[src/design/flashover_pkg.sv]
// shared constants and types for the breaker flashover detector
package flashover_pkg;
  localparam int PHASES = 3;
  // protection passes run eight times per power system cycle
  localparam int PASSES_PER_CYCLE = 8;
  // supervision blocking lingers this many power cycles after release
  localparam int SPV_HOLD_CYCLES = 6;
  localparam int SPV_HOLD_PASSES = SPV_HOLD_CYCLES * PASSES_PER_CYCLE;
  localparam int SPV_CNT_W = $clog2(SPV_HOLD_PASSES + 1);
  localparam logic [SPV_CNT_W-1:0] SPV_HOLD_LOAD = SPV_CNT_W'(SPV_HOLD_PASSES);
  localparam logic [SPV_CNT_W-1:0] SPV_CNT_RST = '0;
  // default measurement and timer widths
  localparam int MAG_W_DEF = 16;
  localparam int DLY_W_DEF = 16;
  typedef enum logic [1:0] {ST_IDLE, ST_ARMED, ST_PICKUP, ST_OPERATE} fo_state_t;
endpackage

[src/design/spv_if.sv]
// carrier between the detector and its per-pole supervision hold
interface spv_if;
  logic pass_stb;
  logic spv_raw;
  logic spv_block;
  modport elem (output pass_stb, output spv_raw, input spv_block);
  modport hold (input pass_stb, input spv_raw, output spv_block);
endinterface

[src/design/breaker_flashover_detector.sv]
// breaker flashover detector evaluated once per protection pass
module breaker_flashover_detector #(
  parameter int MAG_W = flashover_pkg::MAG_W_DEF,
  parameter int DLY_W = flashover_pkg::DLY_W_DEF
) (
  // clock and reset
  input wire logic core_clk,
  input wire logic rstn,
  // protection pass strobe from the sequencer
  input wire logic pass_stb,
  // settings
  input wire logic second_side_source_select,
  input wire logic contact_in_use,
  input wire logic delta_connected,
  input wire logic [MAG_W-1:0] phase_voltage_pickup,
  input wire logic [MAG_W-1:0] voltage_difference_pickup,
  input wire logic [MAG_W-1:0] current_pickup,
  input wire logic [DLY_W-1:0] operate_delay,
  // per-phase measurements from source_one and source_two
  input wire logic [flashover_pkg::PHASES-1:0][MAG_W-1:0] side1_voltage,
  input wire logic [flashover_pkg::PHASES-1:0][MAG_W-1:0] side2_voltage,
  input wire logic [flashover_pkg::PHASES-1:0][MAG_W-1:0] voltage_difference,
  input wire logic [flashover_pkg::PHASES-1:0][MAG_W-1:0] phase_current,
  // breaker pole contacts (pins) and supervision operands
  input wire logic [flashover_pkg::PHASES-1:0] breaker_closed_aux_contact,
  input wire logic [flashover_pkg::PHASES-1:0] supervision_operand,
  // indications
  output logic [flashover_pkg::PHASES-1:0] phase_pickup,
  output logic [flashover_pkg::PHASES-1:0] phase_operate,
  output logic pickup_any,
  output logic operate_any
);
  import flashover_pkg::*;

  // refuse widths that the comparators and the delay timer cannot serve
  if (MAG_W < 2 || DLY_W < 1) begin : g_bad_width
    $error("breaker_flashover_detector: width parameter too small");
  end

  function automatic logic above(input logic [MAG_W-1:0] a, input logic [MAG_W-1:0] b);
    above = a > b;
  endfunction

  ////////////////////////////////////////////////////////////////////
  // two-flop synchroniser on the pole contacts; only stage 2 is read
  logic [PHASES-1:0] aux_s1_r;
  logic [PHASES-1:0] aux_s2_r;
  always_ff @(posedge core_clk or negedge rstn) begin
    if (!rstn) begin
      aux_s1_r <= '0;
      aux_s2_r <= '0;
    end else begin
      aux_s1_r <= breaker_closed_aux_contact;
      aux_s2_r <= aux_s1_r;
    end
  end

  ////////////////////////////////////////////////////////////////////
  // supervision hold, one per pole
  logic [PHASES-1:0] blk;
  spv_if spv [PHASES] ();
  for (genvar g = 0; g < PHASES; g++) begin : g_spv
    assign spv[g].pass_stb = pass_stb;
    assign spv[g].spv_raw = supervision_operand[g];
    assign blk[g] = spv[g].spv_block;
    spv_hold u_hold (
      .core_clk(core_clk),
      .rstn(rstn),
      .sp(spv[g])
    );
  end

  ////////////////////////////////////////////////////////////////////
  // per-phase conditions
  logic [PHASES-1:0] cur_on;
  logic [PHASES-1:0] brk_open;
  logic [PHASES-1:0] pre_ok;
  logic [PHASES-1:0] flash_ok;
  logic no_current;
  always_comb begin
    for (int i = 0; i < PHASES; i++) begin
      cur_on[i] = above(phase_current[i], current_pickup);
      brk_open[i] = !aux_s2_r[i];
    end
    no_current = !(|cur_on);
    for (int i = 0; i < PHASES; i++) begin
      if (!second_side_source_select) begin
        // difference deliberately unused here
        pre_ok[i] = above(side1_voltage[i], phase_voltage_pickup)
                    && brk_open[i] && no_current;
        flash_ok[i] = brk_open[i] && !above(side1_voltage[i], phase_voltage_pickup)
                      && cur_on[i];
      end else begin
        // one dead side still gives a large difference
        pre_ok[i] = above(voltage_difference[i], voltage_difference_pickup)
                    && (above(side1_voltage[i], phase_voltage_pickup)
                        || above(side2_voltage[i], phase_voltage_pickup))
                    && no_current && (brk_open[i] || !contact_in_use);
        flash_ok[i] = !above(side1_voltage[i], phase_voltage_pickup)
                      && !above(side2_voltage[i], phase_voltage_pickup)
                      && !above(voltage_difference[i], voltage_difference_pickup)
                      && cur_on[i] && (brk_open[i] || !contact_in_use);
      end
    end
  end

  ////////////////////////////////////////////////////////////////////
  // per-phase sequence: idle, armed, pickup with timer, operate
  fo_state_t state_r [PHASES];
  fo_state_t state_nxt [PHASES];
  logic [DLY_W-1:0] timer_r [PHASES];
  logic [DLY_W-1:0] timer_nxt [PHASES];
  logic [PHASES-1:0] pick_nxt;
  logic [PHASES-1:0] oper_nxt;
  logic [PHASES-1:0] reset_cond;
  logic pick_any_nxt;
  logic oper_any_nxt;
  always_comb begin
    for (int i = 0; i < PHASES; i++) begin
      state_nxt[i] = state_r[i];
      timer_nxt[i] = timer_r[i];
      reset_cond[i] = !cur_on[i] || aux_s2_r[i] || blk[i];
      if (delta_connected) begin
        state_nxt[i] = ST_IDLE;
        timer_nxt[i] = '0;
      end else if (pass_stb) begin
        case (state_r[i])
          ST_IDLE: begin
            // arming first means voltage was present beforehand
            if (pre_ok[i] && !blk[i]) begin
              state_nxt[i] = ST_ARMED;
            end
          end
          ST_ARMED: begin
            timer_nxt[i] = '0;
            if (blk[i] || aux_s2_r[i]) begin
              state_nxt[i] = ST_IDLE;
            end else if (flash_ok[i]) begin
              state_nxt[i] = ST_PICKUP;
            end else if (!pre_ok[i]) begin
              state_nxt[i] = ST_IDLE;
            end
          end
          ST_PICKUP: begin
            if (reset_cond[i]) begin
              state_nxt[i] = ST_IDLE;
              timer_nxt[i] = '0;
            end else if (!flash_ok[i]) begin
              state_nxt[i] = ST_ARMED;
              timer_nxt[i] = '0;
            end else if (timer_r[i] >= operate_delay) begin
              state_nxt[i] = ST_OPERATE;
            end else begin
              timer_nxt[i] = timer_r[i] + DLY_W'(1);
            end
          end
          ST_OPERATE: begin
            // operate seals in until one of the reset causes appears
            if (reset_cond[i]) begin
              state_nxt[i] = ST_IDLE;
              timer_nxt[i] = '0;
            end
          end
          default: begin
            state_nxt[i] = ST_IDLE;
            timer_nxt[i] = '0;
          end
        endcase
      end
      pick_nxt[i] = (state_nxt[i] == ST_PICKUP) || (state_nxt[i] == ST_OPERATE);
      oper_nxt[i] = state_nxt[i] == ST_OPERATE;
    end
    pick_any_nxt = |pick_nxt;
    oper_any_nxt = |oper_nxt;
  end

  always_ff @(posedge core_clk or negedge rstn) begin
    if (!rstn) begin
      for (int i = 0; i < PHASES; i++) begin
        state_r[i] <= ST_IDLE;
        timer_r[i] <= '0;
      end
      phase_pickup <= '0;
      phase_operate <= '0;
      pickup_any <= 1'b0;
      operate_any <= 1'b0;
    end else begin
      for (int i = 0; i < PHASES; i++) begin
        state_r[i] <= state_nxt[i];
        timer_r[i] <= timer_nxt[i];
      end
      phase_pickup <= pick_nxt;
      phase_operate <= oper_nxt;
      pickup_any <= pick_any_nxt;
      operate_any <= oper_any_nxt;
    end
  end

  ////////////////////////////////////////////////////////////////////
  // checks on phase A, plus element-level relations
  delta_block_a: assert property (@(posedge core_clk) disable iff (!rstn)
    delta_connected |=> !pickup_any && !operate_any)
    else $error("pickup while delta voltages applied");
  prior_volt_a: assert property (@(posedge core_clk) disable iff (!rstn)
    $rose(phase_pickup[0]) |-> $past(state_r[0] == ST_ARMED))
    else $error("pickup without prior armed voltage");
  three_arm_a: assert property (@(posedge core_clk) disable iff (!rstn)
    state_r[0] == ST_IDLE && pass_stb && !second_side_source_select && !delta_connected
    && !blk[0] && above(side1_voltage[0], phase_voltage_pickup) && !aux_s2_r[0]
    && no_current |=> state_r[0] == ST_ARMED)
    else $error("three-transformer arming missed");
  three_flash_a: assert property (@(posedge core_clk) disable iff (!rstn)
    state_r[0] == ST_ARMED && pass_stb && !second_side_source_select && !delta_connected
    && !blk[0] && !aux_s2_r[0] && cur_on[0]
    && !above(side1_voltage[0], phase_voltage_pickup) |=> phase_pickup[0])
    else $error("three-transformer flashover missed");
  six_flash_a: assert property (@(posedge core_clk) disable iff (!rstn)
    state_r[0] == ST_ARMED && pass_stb && second_side_source_select && !delta_connected
    && !blk[0] && !aux_s2_r[0] && flash_ok[0] |=> phase_pickup[0] && timer_r[0] == '0)
    else $error("six-transformer flashover missed");
  delay_met_a: assert property (@(posedge core_clk) disable iff (!rstn)
    $rose(phase_operate[0]) |-> $past(timer_r[0]) >= $past(operate_delay))
    else $error("operate before delay");
  reset_cur_a: assert property (@(posedge core_clk) disable iff (!rstn)
    phase_pickup[0] && pass_stb && !cur_on[0] |=> !phase_pickup[0] ##1 !phase_operate[0])
    else $error("pickup held with no current");
  restart_a: assert property (@(posedge core_clk) disable iff (!rstn)
    state_r[0] == ST_PICKUP && pass_stb && !reset_cond[0] && !flash_ok[0] && !delta_connected
    |=> !phase_pickup[0] && timer_r[0] == '0)
    else $error("timer not restarted");
  or_pickup_a: assert property (@(posedge core_clk) disable iff (!rstn)
    pickup_any == |phase_pickup && operate_any == |phase_operate)
    else $error("element pickup not OR of phases");
  super_block_a: assert property (@(posedge core_clk) disable iff (!rstn)
    blk[0] && pass_stb |=> !phase_pickup[0])
    else $error("pickup while supervised");

  pickup_seen_c: cover property (@(posedge core_clk) disable iff (!rstn) $rose(pickup_any));
  operate_seen_c: cover property (@(posedge core_clk) disable iff (!rstn) $rose(operate_any));
  six_mode_c: cover property (@(posedge core_clk) disable iff (!rstn)
    second_side_source_select && $rose(phase_pickup[1]));
endmodule

[src/design/spv_hold.sv]
// per-pole supervision gate with a six power-cycle release hold
module spv_hold (
  // clock and reset
  input wire logic core_clk,
  input wire logic rstn,
  // supervision link
  spv_if.hold sp
);
  import flashover_pkg::*;

  logic [SPV_CNT_W-1:0] cnt_r;
  logic [SPV_CNT_W-1:0] cnt_nxt;
  logic block_r;
  logic block_nxt;

  ////////////////////////////////////////////////////////////////////
  // reload while the operand is high, then count passes down
  always_comb begin
    cnt_nxt = cnt_r;
    if (sp.spv_raw) begin
      cnt_nxt = SPV_HOLD_LOAD;
    end else if (sp.pass_stb && cnt_r != SPV_CNT_RST) begin
      cnt_nxt = cnt_r - SPV_CNT_W'(1);
    end
    block_nxt = sp.spv_raw || (cnt_nxt != SPV_CNT_RST);
  end

  always_ff @(posedge core_clk or negedge rstn) begin
    if (!rstn) begin
      cnt_r <= SPV_CNT_RST;
      block_r <= 1'b0;
    end else begin
      cnt_r <= cnt_nxt;
      block_r <= block_nxt;
    end
  end

  assign sp.spv_block = block_r;

  ////////////////////////////////////////////////////////////////////
  spv_follow_a: assert property (@(posedge core_clk) disable iff (!rstn)
    sp.spv_raw |=> sp.spv_block && cnt_r == SPV_HOLD_LOAD)
    else $error("supervision did not block");
  spv_release_a: assert property (@(posedge core_clk) disable iff (!rstn)
    !sp.spv_raw && sp.pass_stb && cnt_r == SPV_CNT_W'(1) |=> !sp.spv_block)
    else $error("supervision hold did not release");
  spv_hold_c: cover property (@(posedge core_clk) disable iff (!rstn)
    $fell(sp.spv_raw) ##1 sp.spv_block);
endmodule

[config.mk]
export PLATFORM = sky130hd
export DESIGN_NAME = breaker_flashover_detector
export DESIGN_NICKNAME = d
export VERILOG_FILES = /design/src/design/flashover_pkg.sv /design/src/design/spv_if.sv /design/src/design/breaker_flashover_detector.sv /design/src/design/spv_hold.sv
export SDC_FILE = /design/constraint.sdc
export NUM_CORES = 1
export LEC_CHECK = 0
export BUFFER_PORTS_ARGS = -buffer_cell sky130_fd_sc_hd__buf_2
export CORE_UTILIZATION = 45
export CTS_BUF_LIST = sky130_fd_sc_hd__clkbuf_16
export DETAILED_ROUTE_END_ITERATION = 8
export GPL_TIMING_DRIVEN = 0
export PLACE_DENSITY = 0.72
export SYNTH_ARGS = -nofsm -noshare
export SYNTH_HDL_FRONTEND = slang
export SYNTH_HIERARCHICAL = 1
export SYNTH_SLANG_ARGS = --single-unit
export TNS_END_PERCENT = 50
[constraint.sdc]
create_clock -name core_clk -period 5.7 [get_ports core_clk]
set_clock_uncertainty 0.2 [all_clocks]
set_input_delay 0.855 -clock core_clk [delete_from_list [all_inputs] [get_ports core_clk]]
set_output_delay 0.855 -clock core_clk [all_outputs]
set_load 0.02 [all_outputs]
==> flow_summary.json <==
{
  "synth_area_leaders": "ha_1 30%, dfrtp_1 21%, a21oi_1 4.6%",
  "min_period_ns": 4.094,
  "die_width_microns": 155.1,
  "clk_latency_ns": 0.35,
  "dp_hpwl_mm": 25.64,
  "syn_inst": 1243,
  "synth_edf_count": 0,
  "path_class": "in2reg",
  "worstPathRequired_ns": 5.73,
  "ys.flop_type": "dfrtp_1",
  "antenna_found_initial": 2,
  "cts_max_path_buffers": 2,
  "yosysUniqueCellTypes": 80,
  "numCtsBuffers": 9,
  "ys_seq_elements": 89,
  "clk_pin_slew_ns": 0.07,
  "stdcell_count": 1849,
  "drive_gt1_share_pct": 21.51,
  "nets": 2054,
  "dpl.cell_count": 1831,
  "worst_pin_slew_ns": 0.7504,
  "place_area_sq_um": 12350,
  "power_frac_seq_pct": 35.4,
  "netlist_area_sq_um": 10550,
  "gp_congestion": 0.9353,
  "cts_resized": 0,
  "pwr-share-comb_pct": 31.7,
  "critPathLaunchType": "input port",
  "remaining_drc_errors": 0,
  "via_per_inst": 5.658,
  "area_growth_pct": 19.98,
  "rows": 55,
  "wl_per_cell_microns": 16.40,
  "synth_top_area_cell": "ha_1",
  "ant_nets": 0,
  "p_int_uw": 1267,
  "hp-class": "reg2reg",
  "grt_start_max_net_pins": 57,
  "grt_pass1_vias": 10160,
  "die_y_microns": 155.1,
  "report.power.total_uw": 1894,
  "leakage_uw": 0.006660,
  "drv_cap": 0,
  "finalInstanceArea_sq_um": 12660,
  "worstPathMaxFanout": 6,
  "slew_violations": 0,
  "period_share_pct": 71.83,
  "avgSynthCellArea_sq_um": 8.491,
  "clock.fmax_mhz": 244.2,
  "max-vdd-ir-drop_uv": 147.0,
  "synth-seq-area-share_pct": 21.10,
  "grt_pass1_wl_mm": 49.06,
  "clock-sinks": 89,
  "setup_tns_ns": 0,
  "ys_async_sr_fraction_pct": 100.0,
  "power.switching_uw": 626.8,
  "wl_mm": 30.32,
  "first_pass_iters": 5,
  "yosysWarningCount": 6,
  "synth_nets": 1768,
  "cp_data_arrival_time_ns": 4.12,
  "num_vias": 10460,
  "synth.top_cell.area_share_pct": 30.47,
  "die_area_sq_um": 24070,
  "io_buffers": 274,
  "holdBufCountCts": 0,
  "track_usage_pct": 25.47,
  "regArea_sq_um": 2227,
  "core_area_sq_um": 22850,
  "finalHoldViolCount": 0,
  "cts_max_level": 3,
  "multi_input_area_sq_um": 7841,
  "relSlewSlack_pct": 49.63,
  "start_util_pct": 46.19,
  "fin_util_pct": 55.42,
  "swShare_pct": 33.09,
  "status": "finished clean",
  "rsz0062_at_grt": "false",
  "nFillCells": 2116,
  "drt_iter0_markers": 592,
  "cts_tree": "yes",
  "end_kind": "register",
  "power_density_nw_per_um2": 149.6,
  "post_cts_buffers": 0,
  "clockRootBuffer": "clkbuf_16",
  "io_pins": 276,
  "grt_overflow": 0,
  "clock_power_share_pct": 32.9,
  "setup_viol": 0
}
==> kinds of logic (layout without fill, tap and decap cells) <==
logic type               Yosys count  after routing  share of synthesized area [%]
other                              0              2                              0
AND/OR/NAND/NOR                  441            441                          22.55
buffers and inverters            126            417                          4.600
flip-flops                        89             89                          21.10
XOR/XNOR                          28             28                          2.324
AO/OA/AOI/OAI                    296            296                          18.38
adder cells (fa/ha/maj)          257            257                          30.47
multiplexers                       6              6                         0.5809
==> registers in the layout, indices dropped and copies added, names as in the netlist <==
name / cells
aux_s1_r: 3
aux_s2_r: 3
g_spv.u_hold/cnt_r: 18
g_spv.u_hold/sp.spv_block: 3
operate_any: 1
phase_operate: 3
phase_pickup: 3
pickup_any: 1
state_r: 6
timer_r: 48
==> cells in the final DEF, fill, tap and decap left out, types with 9 or more instances in the layout <==
cell type and n:
nand2b_1 10, and3_1 14, a21o_1 50, buf_2 277, o21a_1 13, o22ai_1 9, nand3_1 46, o21ai_0 50
nor3_1 36, inv_1 110, xnor2_1 15, nor2_1 95, nor4_1 10, ha_1 257, clkbuf_16 9, clkbuf_1 10
nor2b_1 21, a21oi_1 98, dfrtp_1 89, nand2_1 81, xor2_1 13, nand4_1 53
==> worst max-delay path, cell delays in order <==
cell and delay (ns):
buf_2 0.07, inv_1 0.12, ha_1 0.36, nand3_1 0.10
or2_1 0.30, a21o_1 0.17, a311oi_1 0.51, a21oi_1 0.30
and4b_1 0.38, inv_1 0.06, o211a_1 0.24, o31a_1 0.34
or3_1 0.31
==> metrics by stage <==
step	worst slack [ns]	hold WS (ns)
2_1_floorplan	2.057	0.1312
3_3_place_gp	1.317	0.1583
3_5_place_dp	1.326	0.1589
4_1_cts	1.684	0.1719
5_1_grt	1.435	0.1762
6_report	1.606	0.1655
==> routing by layer <==
metal	wire length [microns]	GRT usage [%]	vias up
met5	0	0	-
met4	779	7.638	0
met3	1384	3.788	56
met2	14270	44.64	324
met1	13890	32.19	4886
li1	-	-	5196
==> cell type report <==
cell class / count / share of cell area, %
Clock inverter: 7 / 0.6719
Antenna cell: 2 / 0.03953
Timing Repair Buffer: 275 / 11.07
Buffer: 16 / 0.5731
Multi-Input combinational cell: 1028 / 61.93
Inverter: 110 / 3.261
Tap cell: 313 / 3.093
Clock buffer: 9 / 1.779
Sequential cell: 89 / 17.59
==> final timing paths <==
| path | start | to | slack (ns) | cells past startpoint |
|---|---|---|---|---|
| min in group asynchronous | rstn | timer_r[22] | 0.25 | 1 |
| hold reg to reg | aux_s1_r[2] | aux_s2_r[2] | 0.17 | 0 |
| setup / recovery | phase_voltage_pickup[8] | pickup_any | 1.61 | 13 |
| hold / removal | aux_s1_r[2] | aux_s2_r[2] | 0.17 | 0 |
| max in group asynchronous | rstn | g_spv[2].u_hold/cnt_r[1] | 4.41 | 2 |
| setup reg to reg | timer_r[16] | timer_r[29] | 2.27 | 12 |
==> power by group through the flow <==
stage | clock [uW] | combinational, uW | sequential (uW)
final | 622 | 600 | 671
after global routing | 662 | 685 | 675
after CTS | 633 | 601 | 671
after detailed placement | 0 | 597 | 682
after global placement | 0 | 574 | 682
after floorplan | 0 | 366 | 679
==> synthesized netlist by cell type, types with 6 or more instances <==
library cell	instances
o211ai_1	8
nor3b_1	7
or3_1	8
nor3_1	36
nor2b_1	21
ha_1	257
or4_1	8
a21oi_1	98
a21o_1	50
nor4_1	10
nand4_1	53
and3_1	14
nand2_1	81
xnor2_1	15
nand3_1	46
dfrtp_1	89
nor2_1	95
nand2b_1	10
inv_1	110
or2_2	8
o22ai_1	9
xor2_1	13
and2_1	6
o21ai_0	50
o21a_1	13
a31oi_1	7
clkbuf_1	10
and4_1	7
Power figures use the tool's default switching activity.
